`config.mk`:
```
export PLATFORM = sky130hd
export DESIGN_NAME = rtdc_top
export DESIGN_NICKNAME = d
export VERILOG_FILES = /design/src/core/rtdc_pkg.sv /design/src/core/rtdc_top.sv /design/src/core/rtdc_fifo.sv
export SDC_FILE = /design/constraint.sdc
export NUM_CORES = 1
export LEC_CHECK = 0
export BUFFER_PORTS_ARGS = -buffer_cell sky130_fd_sc_hd__buf_2
export CAP_MARGIN = 20
export CORE_ASPECT_RATIO = 0.9
export CORE_MARGIN = 2
export CORE_UTILIZATION = 50
export CTS_CLUSTER_SIZE = 8
export DETAILED_ROUTE_END_ITERATION = 6
export GPL_ROUTABILITY_DRIVEN = 0
export PLACE_DENSITY = 0.69
export SYNTH_ARGS = -nofsm -noshare
export SYNTH_HDL_FRONTEND = slang
export SYNTH_SLANG_ARGS = --single-unit
```
`constraint.sdc`:
```
create_clock -name clock -period 4 [get_ports clock]
set_clock_uncertainty 0.2 [all_clocks]
set_input_delay 0.4 -clock clock [delete_from_list [all_inputs] [get_ports clock]]
set_output_delay 0.4 -clock clock [all_outputs]
set_load 0.1 [all_outputs]
```
`src/core/rtdc_pkg.sv`:
```
// Package for the line transceiver direction control block.
package rtdc_pkg;

	// Transceiver mode codes as loaded by software.
	localparam logic [7:0] MODE_FOUR_WIRE   = 8'h80;
	localparam logic [7:0] MODE_DTR_ECHO    = 8'h81;
	localparam logic [7:0] MODE_DTR_CTRL    = 8'h82;
	localparam logic [7:0] MODE_AUTO_UART_TRANSMIT_READY_LINE  = 8'h83;
	localparam logic [7:0] MODE_RESET       = MODE_FOUR_WIRE;

	// FIFO geometry and trigger settings.
	localparam int         FIFO_DEPTH       = 16;
	localparam int         FIFO_AW          = 4;
	localparam int         DATA_W           = 8;
	localparam logic [4:0] RX_TRIG_RESET    = 5'h01;
	localparam logic [4:0] TX_TRIG_RESET    = 5'h10;

	// I/O window sizes in bytes and card kind codes.
	localparam logic [7:0] WIN_ONE_PORT     = 8'h08;
	localparam logic [7:0] WIN_FOUR_PORT    = 8'h20;
	localparam logic [1:0] CARD_ONE         = 2'h0;
	localparam logic [1:0] CARD_TWO         = 2'h1;
	localparam logic [1:0] CARD_FOUR        = 2'h2;

	typedef enum logic [1:0] {
		RTDC_FOUR,
		RTDC_ECHO,
		RTDC_DCTRL,
		RTDC_AUTO
	} rtdc_mode_e;

	// Line enables travel together.
	typedef struct packed {
		logic tx_en;
		logic rx_en;
	} rtdc_line_s;

endpackage

```
`src/core/rtdc_top.sv`:
```
// Line transceiver direction control with UART FIFOs and window decode.
//
// Behaviour
// Four-wire mode keeps transmitter and receiver enabled regardless of DTR or ready.
// Reset selects four-wire mode.
// Echo mode enables the transmitter only while active-low DTR is high; receiver stays on.
// DTR-controlled mode gates the transmitter like echo mode and disables the receiver then.
// Automatic mode enables the transmitter while transmit-ready is high, else the receiver.
// Automatic mode switches direction per byte with no software action.
// The host clears DTR before sending and sets it only after the last bit has left.
// The host enables the FIFOs whenever it selects automatic mode.
// One transmit and one receive FIFO exist, both enabled or disabled by one setting.
// The receive interrupt rises once the receive FIFO count reaches the receive trigger.
// The transmit trigger sets the largest block written per transmit interrupt.
// A single-port card decodes an 8-byte window from the port base.
// A four-port card decodes one 32-byte window covering all ports.
// A two-port card has a base per port and both ports share one interrupt line.
// Modes are coded 128 four-wire, 129 echo, 130 DTR-controlled, 131 automatic.
// Line enables follow mode through one register stage; DTR and ready first pass the three-stage synchroniser and a filter register.
`timescale 1ns/1ps
`default_nettype none
module rtdc_top (
	input  wire logic                        clock,
	input  wire logic                        rstn,
	input  wire logic                        mode_load,
	input  wire logic [7:0]                  mode_code,
	input  wire logic                        fifo_enable,
	input  wire logic [4:0]                  rx_trigger,
	input  wire logic [4:0]                  tx_trigger,
	input  wire logic                        dtr_n,
	input  wire logic                        uart_transmit_ready_line,
	input  wire logic                        tx_wr_valid,
	input  wire logic [rtdc_pkg::DATA_W-1:0] tx_wr_data,
	input  wire logic                        tx_rd_ready,
	input  wire logic                        rx_wr_valid,
	input  wire logic [rtdc_pkg::DATA_W-1:0] rx_wr_data,
	input  wire logic                        rx_rd_ready,
	input  wire logic [1:0]                  card_kind,
	input  wire logic [15:0]                 base0,
	input  wire logic [15:0]                 base1,
	input  wire logic [15:0]                 io_addr,
	input  wire logic                        irq_other_port,
	output logic                             line_tx_en,
	output logic                             line_rx_en,
	output logic [1:0]                       mode_state,
	output logic                             mode_bad,
	output logic                             tx_wr_ready,
	output logic                             tx_rd_valid,
	output logic [rtdc_pkg::DATA_W-1:0]      tx_rd_data,
	output logic                             rx_wr_ready,
	output logic                             rx_rd_valid,
	output logic [rtdc_pkg::DATA_W-1:0]      rx_rd_data,
	output logic                             rx_irq,
	output logic                             tx_irq,
	output logic [4:0]                       tx_block_room,
	output logic                             irq_shared,
	output logic                             addr_hit,
	output logic [1:0]                       addr_port,
	output logic [4:0]                       addr_offset
);
	// ****************************************************************
	// Mode register
	// ****************************************************************
	rtdc_pkg::rtdc_mode_e mode_reg;
	rtdc_pkg::rtdc_mode_e mode_next;
	logic                 bad_reg;
	logic                 bad_next;

	always_comb begin
		mode_next = mode_reg;
		bad_next  = bad_reg;
		if (mode_load) begin
			bad_next = 1'b0;
			case (mode_code)
				rtdc_pkg::MODE_FOUR_WIRE:  mode_next = rtdc_pkg::RTDC_FOUR;
				rtdc_pkg::MODE_DTR_ECHO:   mode_next = rtdc_pkg::RTDC_ECHO;
				rtdc_pkg::MODE_DTR_CTRL:   mode_next = rtdc_pkg::RTDC_DCTRL;
				rtdc_pkg::MODE_AUTO_UART_TRANSMIT_READY_LINE: mode_next = rtdc_pkg::RTDC_AUTO;
				// Unknown codes leave the mode alone and are flagged.
				default:                   bad_next  = 1'b1;
			endcase
		end
	end

	always_ff @(posedge clock or negedge rstn) begin
		if (!rstn) begin
			mode_reg <= rtdc_pkg::RTDC_FOUR;
			bad_reg  <= 1'b0;
		end else begin
			mode_reg <= mode_next;
			bad_reg  <= bad_next;
		end
	end

	// ****************************************************************
	// Input synchronisers for UART-side levels
	// ****************************************************************
	// DTR and ready come from the UART core, treated as foreign pins.
	logic [2:0] dtr_sync_reg;
	logic [2:0] rdy_sync_reg;
	logic       dtr_n_reg;
	logic       dtr_n_next;
	logic       rdy_reg;
	logic       rdy_next;

	always_comb begin
		dtr_n_next = (dtr_sync_reg[1] == dtr_sync_reg[2]) ? dtr_sync_reg[2] : dtr_n_reg;
		rdy_next   = (rdy_sync_reg[1] == rdy_sync_reg[2]) ? rdy_sync_reg[2] : rdy_reg;
	end

	always_ff @(posedge clock or negedge rstn) begin
		if (!rstn) begin
			dtr_sync_reg <= 3'h7;
			rdy_sync_reg <= 3'h0;
			dtr_n_reg    <= 1'b1;
			rdy_reg      <= 1'b0;
		end else begin
			dtr_sync_reg <= {dtr_sync_reg[1:0], dtr_n};
			rdy_sync_reg <= {rdy_sync_reg[1:0], uart_transmit_ready_line};
			dtr_n_reg    <= dtr_n_next;
			rdy_reg      <= rdy_next;
		end
	end

	// ****************************************************************
	// Line enables
	// ****************************************************************
	rtdc_pkg::rtdc_line_s line_reg;
	rtdc_pkg::rtdc_line_s line_next;

	always_comb begin
		case (mode_reg)
			rtdc_pkg::RTDC_FOUR: begin
				line_next.tx_en = 1'b1;
				line_next.rx_en = 1'b1;
			end
			rtdc_pkg::RTDC_ECHO: begin
				line_next.tx_en = dtr_n_reg;
				line_next.rx_en = 1'b1;
			end
			rtdc_pkg::RTDC_DCTRL: begin
				line_next.tx_en = dtr_n_reg;
				line_next.rx_en = !dtr_n_reg;
			end
			rtdc_pkg::RTDC_AUTO: begin
				line_next.tx_en = rdy_reg;
				line_next.rx_en = !rdy_reg;
			end
			default: begin
				line_next.tx_en = 1'b1;
				line_next.rx_en = 1'b1;
			end
		endcase
	end

	always_ff @(posedge clock or negedge rstn) begin
		if (!rstn) begin
			line_reg <= '{tx_en: 1'b1, rx_en: 1'b1};
		end else begin
			line_reg <= line_next;
		end
	end

	// ****************************************************************
	// FIFOs and triggers
	// ****************************************************************
	logic                       tx_ready_w;
	logic                       rx_ready_w;
	logic [rtdc_pkg::FIFO_AW:0] tx_count;
	logic [rtdc_pkg::FIFO_AW:0] rx_count;

	// Both FIFOs share one enable so they can never disagree.
	rtdc_fifo u_tx_fifo (
		.clock    (clock),
		.rstn     (rstn),
		.enable   (fifo_enable),
		.wr_valid (tx_wr_valid),
		.wr_data  (tx_wr_data),
		.wr_ready (tx_ready_w),
		.rd_ready (tx_rd_ready),
		.rd_valid (tx_rd_valid),
		.rd_data  (tx_rd_data),
		.count    (tx_count)
	);

	rtdc_fifo u_rx_fifo (
		.clock    (clock),
		.rstn     (rstn),
		.enable   (fifo_enable),
		.wr_valid (rx_wr_valid && line_reg.rx_en),
		.wr_data  (rx_wr_data),
		.wr_ready (rx_ready_w),
		.rd_ready (rx_rd_ready),
		.rd_valid (rx_rd_valid),
		.rd_data  (rx_rd_data),
		.count    (rx_count)
	);

	assign tx_wr_ready = tx_ready_w;
	assign rx_wr_ready = rx_ready_w;

	logic [4:0] rx_trig_eff;
	logic [4:0] tx_trig_eff;
	logic [4:0] room;
	logic       rx_irq_reg;
	logic       rx_irq_next;
	logic       tx_irq_reg;
	logic       tx_irq_next;
	logic [4:0] blk_reg;
	logic [4:0] blk_next;

	always_comb begin
		// A disabled FIFO behaves as a one-byte buffer with trigger one.
		rx_trig_eff = fifo_enable ? ((rx_trigger == 5'h00) ? 5'h01 : rx_trigger) : 5'h01;
		tx_trig_eff = fifo_enable ? ((tx_trigger == 5'h00) ? 5'h01 : tx_trigger) : 5'h01;
		room        = (fifo_enable ? 5'h10 : 5'h01) - tx_count;
		rx_irq_next = (rx_count >= rx_trig_eff);
		tx_irq_next = (tx_count == 5'h00);
		blk_next    = (room < tx_trig_eff) ? room : tx_trig_eff;
	end

	always_ff @(posedge clock or negedge rstn) begin
		if (!rstn) begin
			rx_irq_reg <= 1'b0;
			tx_irq_reg <= 1'b0;
			blk_reg    <= 5'h00;
		end else begin
			rx_irq_reg <= rx_irq_next;
			tx_irq_reg <= tx_irq_next;
			blk_reg    <= blk_next;
		end
	end

	// ****************************************************************
	// I/O window decode and shared interrupt
	// ****************************************************************
	function automatic logic in_win(input logic [15:0] a, input logic [15:0] b,
		input logic [7:0] len);
		in_win = (a >= b) && ({1'b0, a} < ({1'b0, b} + {9'h000, len}));
	endfunction

	logic       hit_reg;
	logic       hit_next;
	logic [1:0] port_reg;
	logic [1:0] port_next;
	logic [4:0] off_reg;
	logic [4:0] off_next;
	logic       irq_sh_reg;
	logic       irq_sh_next;
	logic [15:0] diff0;
	logic [15:0] diff1;

	always_comb begin
		diff0     = io_addr - base0;
		diff1     = io_addr - base1;
		hit_next  = 1'b0;
		port_next = 2'h0;
		off_next  = 5'h00;
		case (card_kind)
			rtdc_pkg::CARD_ONE: begin
				hit_next = in_win(io_addr, base0, rtdc_pkg::WIN_ONE_PORT);
				off_next = {2'h0, diff0[2:0]};
			end
			rtdc_pkg::CARD_TWO: begin
				if (in_win(io_addr, base0, rtdc_pkg::WIN_ONE_PORT)) begin
					hit_next = 1'b1;
					off_next = {2'h0, diff0[2:0]};
				end else if (in_win(io_addr, base1, rtdc_pkg::WIN_ONE_PORT)) begin
					hit_next  = 1'b1;
					port_next = 2'h1;
					off_next  = {2'h0, diff1[2:0]};
				end
			end
			rtdc_pkg::CARD_FOUR: begin
				hit_next  = in_win(io_addr, base0, rtdc_pkg::WIN_FOUR_PORT);
				port_next = diff0[4:3];
				off_next  = diff0[4:0];
			end
			default: begin
				hit_next = 1'b0;
			end
		endcase
		// Both ports of a two-port card drive one request line.
		irq_sh_next = rx_irq_next || tx_irq_next ||
			((card_kind == rtdc_pkg::CARD_TWO) && irq_other_port);
	end

	always_ff @(posedge clock or negedge rstn) begin
		if (!rstn) begin
			hit_reg    <= 1'b0;
			port_reg   <= 2'h0;
			off_reg    <= 5'h00;
			irq_sh_reg <= 1'b0;
		end else begin
			hit_reg    <= hit_next;
			port_reg   <= port_next;
			off_reg    <= off_next;
			irq_sh_reg <= irq_sh_next;
		end
	end

	assign line_tx_en    = line_reg.tx_en;
	assign line_rx_en    = line_reg.rx_en;
	assign mode_state    = mode_reg;
	assign mode_bad      = bad_reg;
	assign rx_irq        = rx_irq_reg;
	assign tx_irq        = tx_irq_reg;
	assign tx_block_room = blk_reg;
	assign irq_shared    = irq_sh_reg;
	assign addr_hit      = hit_reg;
	assign addr_port     = port_reg;
	assign addr_offset   = off_reg;
endmodule
`default_nettype wire

```
`src/core/rtdc_fifo.sv`:
```
// Small synchronous FIFO with registered read data.
`timescale 1ns/1ps
`default_nettype none
module rtdc_fifo (
	input  wire logic                        clock,
	input  wire logic                        rstn,
	input  wire logic                        enable,
	input  wire logic                        wr_valid,
	input  wire logic [rtdc_pkg::DATA_W-1:0] wr_data,
	output logic                             wr_ready,
	input  wire logic                        rd_ready,
	output logic                             rd_valid,
	output logic [rtdc_pkg::DATA_W-1:0]      rd_data,
	output logic [rtdc_pkg::FIFO_AW:0]       count
);
	logic [rtdc_pkg::DATA_W-1:0]  mem_reg [rtdc_pkg::FIFO_DEPTH];
	logic [rtdc_pkg::FIFO_AW-1:0] wp_reg;
	logic [rtdc_pkg::FIFO_AW-1:0] wp_next;
	logic [rtdc_pkg::FIFO_AW-1:0] rp_reg;
	logic [rtdc_pkg::FIFO_AW-1:0] rp_next;
	logic [rtdc_pkg::FIFO_AW:0]   cnt_reg;
	logic [rtdc_pkg::FIFO_AW:0]   cnt_next;
	logic [rtdc_pkg::DATA_W-1:0]  dout_reg;
	logic [rtdc_pkg::DATA_W-1:0]  dout_next;
	logic                         dv_reg;
	logic                         dv_next;
	logic [rtdc_pkg::FIFO_AW:0]   occ_reg;
	logic [rtdc_pkg::FIFO_AW:0]   occ_next;
	logic                         rdy_reg;
	logic                         rdy_next;
	logic                         do_wr;
	logic                         do_rd;
	logic                         do_take;

	// With the FIFO disabled the store acts as a single holding byte.
	// Occupancy counts the output register too, so the store never holds more than its
	// depth. Ready is registered, so a change of enable is seen one cycle late.
	logic [rtdc_pkg::FIFO_AW:0] cap;
	assign cap      = enable ? 5'h10 : 5'h01;
	assign wr_ready = rdy_reg;
	assign rd_valid = dv_reg;
	assign rd_data  = dout_reg;
	assign count    = occ_reg;

	always_comb begin
		do_wr     = wr_valid && rdy_reg;
		do_rd     = (cnt_reg != 5'h00) && (!dv_reg || rd_ready);
		do_take   = dv_reg && rd_ready;
		wp_next   = do_wr ? wp_reg + 4'h1 : wp_reg;
		rp_next   = do_rd ? rp_reg + 4'h1 : rp_reg;
		cnt_next  = cnt_reg + {4'h0, do_wr} - {4'h0, do_rd};
		occ_next  = occ_reg + {4'h0, do_wr} - {4'h0, do_take};
		rdy_next  = (occ_next < cap);
		dout_next = do_rd ? mem_reg[rp_reg] : dout_reg;
		dv_next   = do_rd ? 1'b1 : (rd_ready ? 1'b0 : dv_reg);
	end

	always_ff @(posedge clock) begin
		if (do_wr) begin
			mem_reg[wp_reg] <= wr_data;
		end
	end

	always_ff @(posedge clock or negedge rstn) begin
		if (!rstn) begin
			wp_reg   <= 4'h0;
			rp_reg   <= 4'h0;
			cnt_reg  <= 5'h00;
			dout_reg <= 8'h00;
			dv_reg   <= 1'b0;
			occ_reg  <= 5'h00;
			rdy_reg  <= 1'b1;
		end else begin
			wp_reg   <= wp_next;
			rp_reg   <= rp_next;
			cnt_reg  <= cnt_next;
			dout_reg <= dout_next;
			dv_reg   <= dv_next;
			occ_reg  <= occ_next;
			rdy_reg  <= rdy_next;
		end
	end
endmodule
`default_nettype wire

```
==> impl_metrics.toml <==
[sta]
period_share = 0.741
setup_viol = 0
tightest_slew_ps = 799
period_needed_ps = 2960
maxSlewHeadroom = 0.467
slew_viol_final = 0
fmax_mhz = 338
rsz0062_at_grt = "no"
holdWs_ps = 25.8
hold_viol_final = 0
setup_tns_ps = 0

[power]
power.density_nw_per_um2 = 693
peakVddDrop_mv = 0.426
p_leak_uw = 0.00767

[synthesis]
yosys-top-cells-count = "edfxtp_1 (256), ha_1 (124), inv_1 (92)"
synthMostInstantiatedCell = "edfxtp_1"
synth_area_sq_um = 16500
synthCells = 1058
ys.flop_type = "edfxtp_1"
yosys.area.top_type = "edfxtp_1"
synthXorXnorAreaFrac = 0.0355
syn_area_per_cell_sq_um = 15.6
synth-simple-area-share = 0.0620
synthArstFlopShare = 0.249
synth_mux_area_frac = 0.138
synth_cell_types = 53
synth-edff-count = 256
synth_top_family_by_area = "multiplexers"
yosys_warnings = 0
ys_ff_latch = 341
synth_compound_area_frac = 0.0371
syn_nets = 1283
synth_adder_area_share = 0.102
synth-seq-area-share = 0.594
yosys-top-cells-area = "edfxtp_1 (46%), dfrtp_1 (12%), ha_1 (9.4%), mux4_1 (6.0%), mux4_2 (5.7%)"
synth_top_area_frac = 0.465

[worst_setup_path]
max_stage_delay_ps = 620
worstPathRequired_ps = 4260
cp_max_fo = 5
start_kind = "register"
crit_type = "register to register"
crit_chain = "nand2_1 -> inv_1 -> ha_1 -> inv_1 -> fa_1 -> xor2_1 -> or3_1 -> or3_1 -> a21oi_1"
worstPathArrival_ps = 3220
end_kind = "register"
cp_slowest_cell = "dfstp_2"

[floorplanning]
core-area_sq_um = 32800
start_util = 0.504
die_y_microns = 177
die-area_sq_um = 34600
rows = 63
ioPinCount = 136
fp.dieW_microns = 196

[place]
numPortBuffers = 135
dp_hpwl_microns = 24200
post-place-cells = 1600

[final_layout]
diodes = 0
nets = 1464
instances_no_fill = 1700
syn_to_final_growth_pct = 15.9
drive_gt1_frac = 0.213

[grt]
grt_usage = 0.204
grt_max_degree = 51
grt_pass1_wl_microns = 54100
grt_pass1_vias = 9770
overflow = 0
antenna_found_initial = 1

[cts]
cts.sinks = 341
cts_tree = "yes"
htreeDepth = 2
cts_made_buffers = 48
clk_path_buf_depth = 3
clock_latency_ps = 560
cts_root_buf = "clkbuf_16"
post_cts_buffers = 0
clk_pin_slew_ps = 50

[detailed_routing]
first_pass_iters = 4
drt_iter0_drc = 592
drtAntennaViolNets = 0
vias_per_cell = 5.57
drc_errors = 0
wire_per_inst_microns = 20.2
route.vias.total = 9476
drt-total-wl_microns = 34400

[status]
status = "complete, no violations"

[run]
maxCapViolCount = 0

[min_path]
hold_class = "primary input to register"
## critical path, delay by kind of cell, from the launching register on
family,cells,cell delay [ps]
AO/OA/AOI/OAI,1,160
XOR/XNOR,1,180
adder cells (fa/ha/maj),2,630
buffers and inverters,2,340
flip-flops,1,620
AND/OR/NAND/NOR,3,770
## placed cells by master, fill, tap and decap left out, types with 4 or more instances in the layout
master and instances:
mux4_2 42, edfxtp_1 256, nor4_1 4, nand3b_1 4, dfstp_2 8, nor2b_1 4
clkbuf_16 48, buf_2 134, clkbuf_1 37, and3_1 11, nand4_1 17, nor3b_1 4
ha_1 124, inv_1 92, and2_1 31, buf_4 8, nor2_1 30, o21ai_0 17
nand2b_1 5, nand2_1 44, xnor2_1 61, fa_1 6, a21oi_1 44, mux2_4 10
dfrtp_1 74, nor3_1 12, mux2_2 14, dlygate4sd3_1 11, mux4_1 38, xor2_1 6
nor4b_1 4, or3_1 4, nand3_1 18, a21o_1 15
## layer usage
metal / share of wire / GRT usage / up-vias
li1: - / - / 4411
met1: 0.46 / 0.295 / 4743
met2: 0.47 / 0.331 / 268
met3: 0.052 / 0.0309 / 52
met4: 0.016 / 0.0473 / 2
met5: 0.00035 / 0 / -
## timing repair
action                                 4_1_cts  5_1_grt
endpoints found under the hold margin       52        0
resized for setup                            0        0
hold buffers                                11        0
## final timing paths
kind	from	to	slack (ps)	cells after the start
worst min register to register	rdy_sync_reg[0]	rdy_sync_reg[1]	140	0
min in group asynchronous	rstn	mode_bad	200	2
worst max-delay path	u_tx_fifo.wr_ready	u_tx_fifo.wr_ready	1040	9
worst min-delay path	tx_wr_valid	u_tx_fifo.wp_reg[0]	30	3
max in group asynchronous	rstn	u_tx_fifo.wr_ready	2570	3
worst max register to register	u_tx_fifo.wr_ready	u_tx_fifo.wr_ready	1040	9
## metrics by stage
stage,power (uW),cell area [sq um],utilization,worst slack [ps]
final,13300,19200,0.585,1040
after global routing,14000,19200,0.585,780
after CTS,13400,19200,0.585,1030
after detailed placement,9630,17700,0.538,574
after global placement,9530,17700,0.538,714
after floorplan,8590,16500,-,812
## area by class of cell
class                   instances  area, sq um
well taps                     422          528
repair buffers                154          861
clock buffers                  85         1340
multi-input cells             601         6200
fillers                      2556        13600
flip-flops and latches        341         9830
clock inverters                 4         71.3
inverters                      93          349
## logic make-up after synthesis
kind of cell | after synthesis
adders and majority gates | 132
buffers and inverters | 116
and+or+nand+nor | 195
muxes | 107
AOI/OAI and AO/OA | 100
xor gates and xnor gates | 67
DFF | 341
## where the power goes
group          internal, uW  switching [uW]
Clock                  2260            1470
Combinational          1960            2720
Sequential             4340             537
Power figures use the tool's default switching activity.
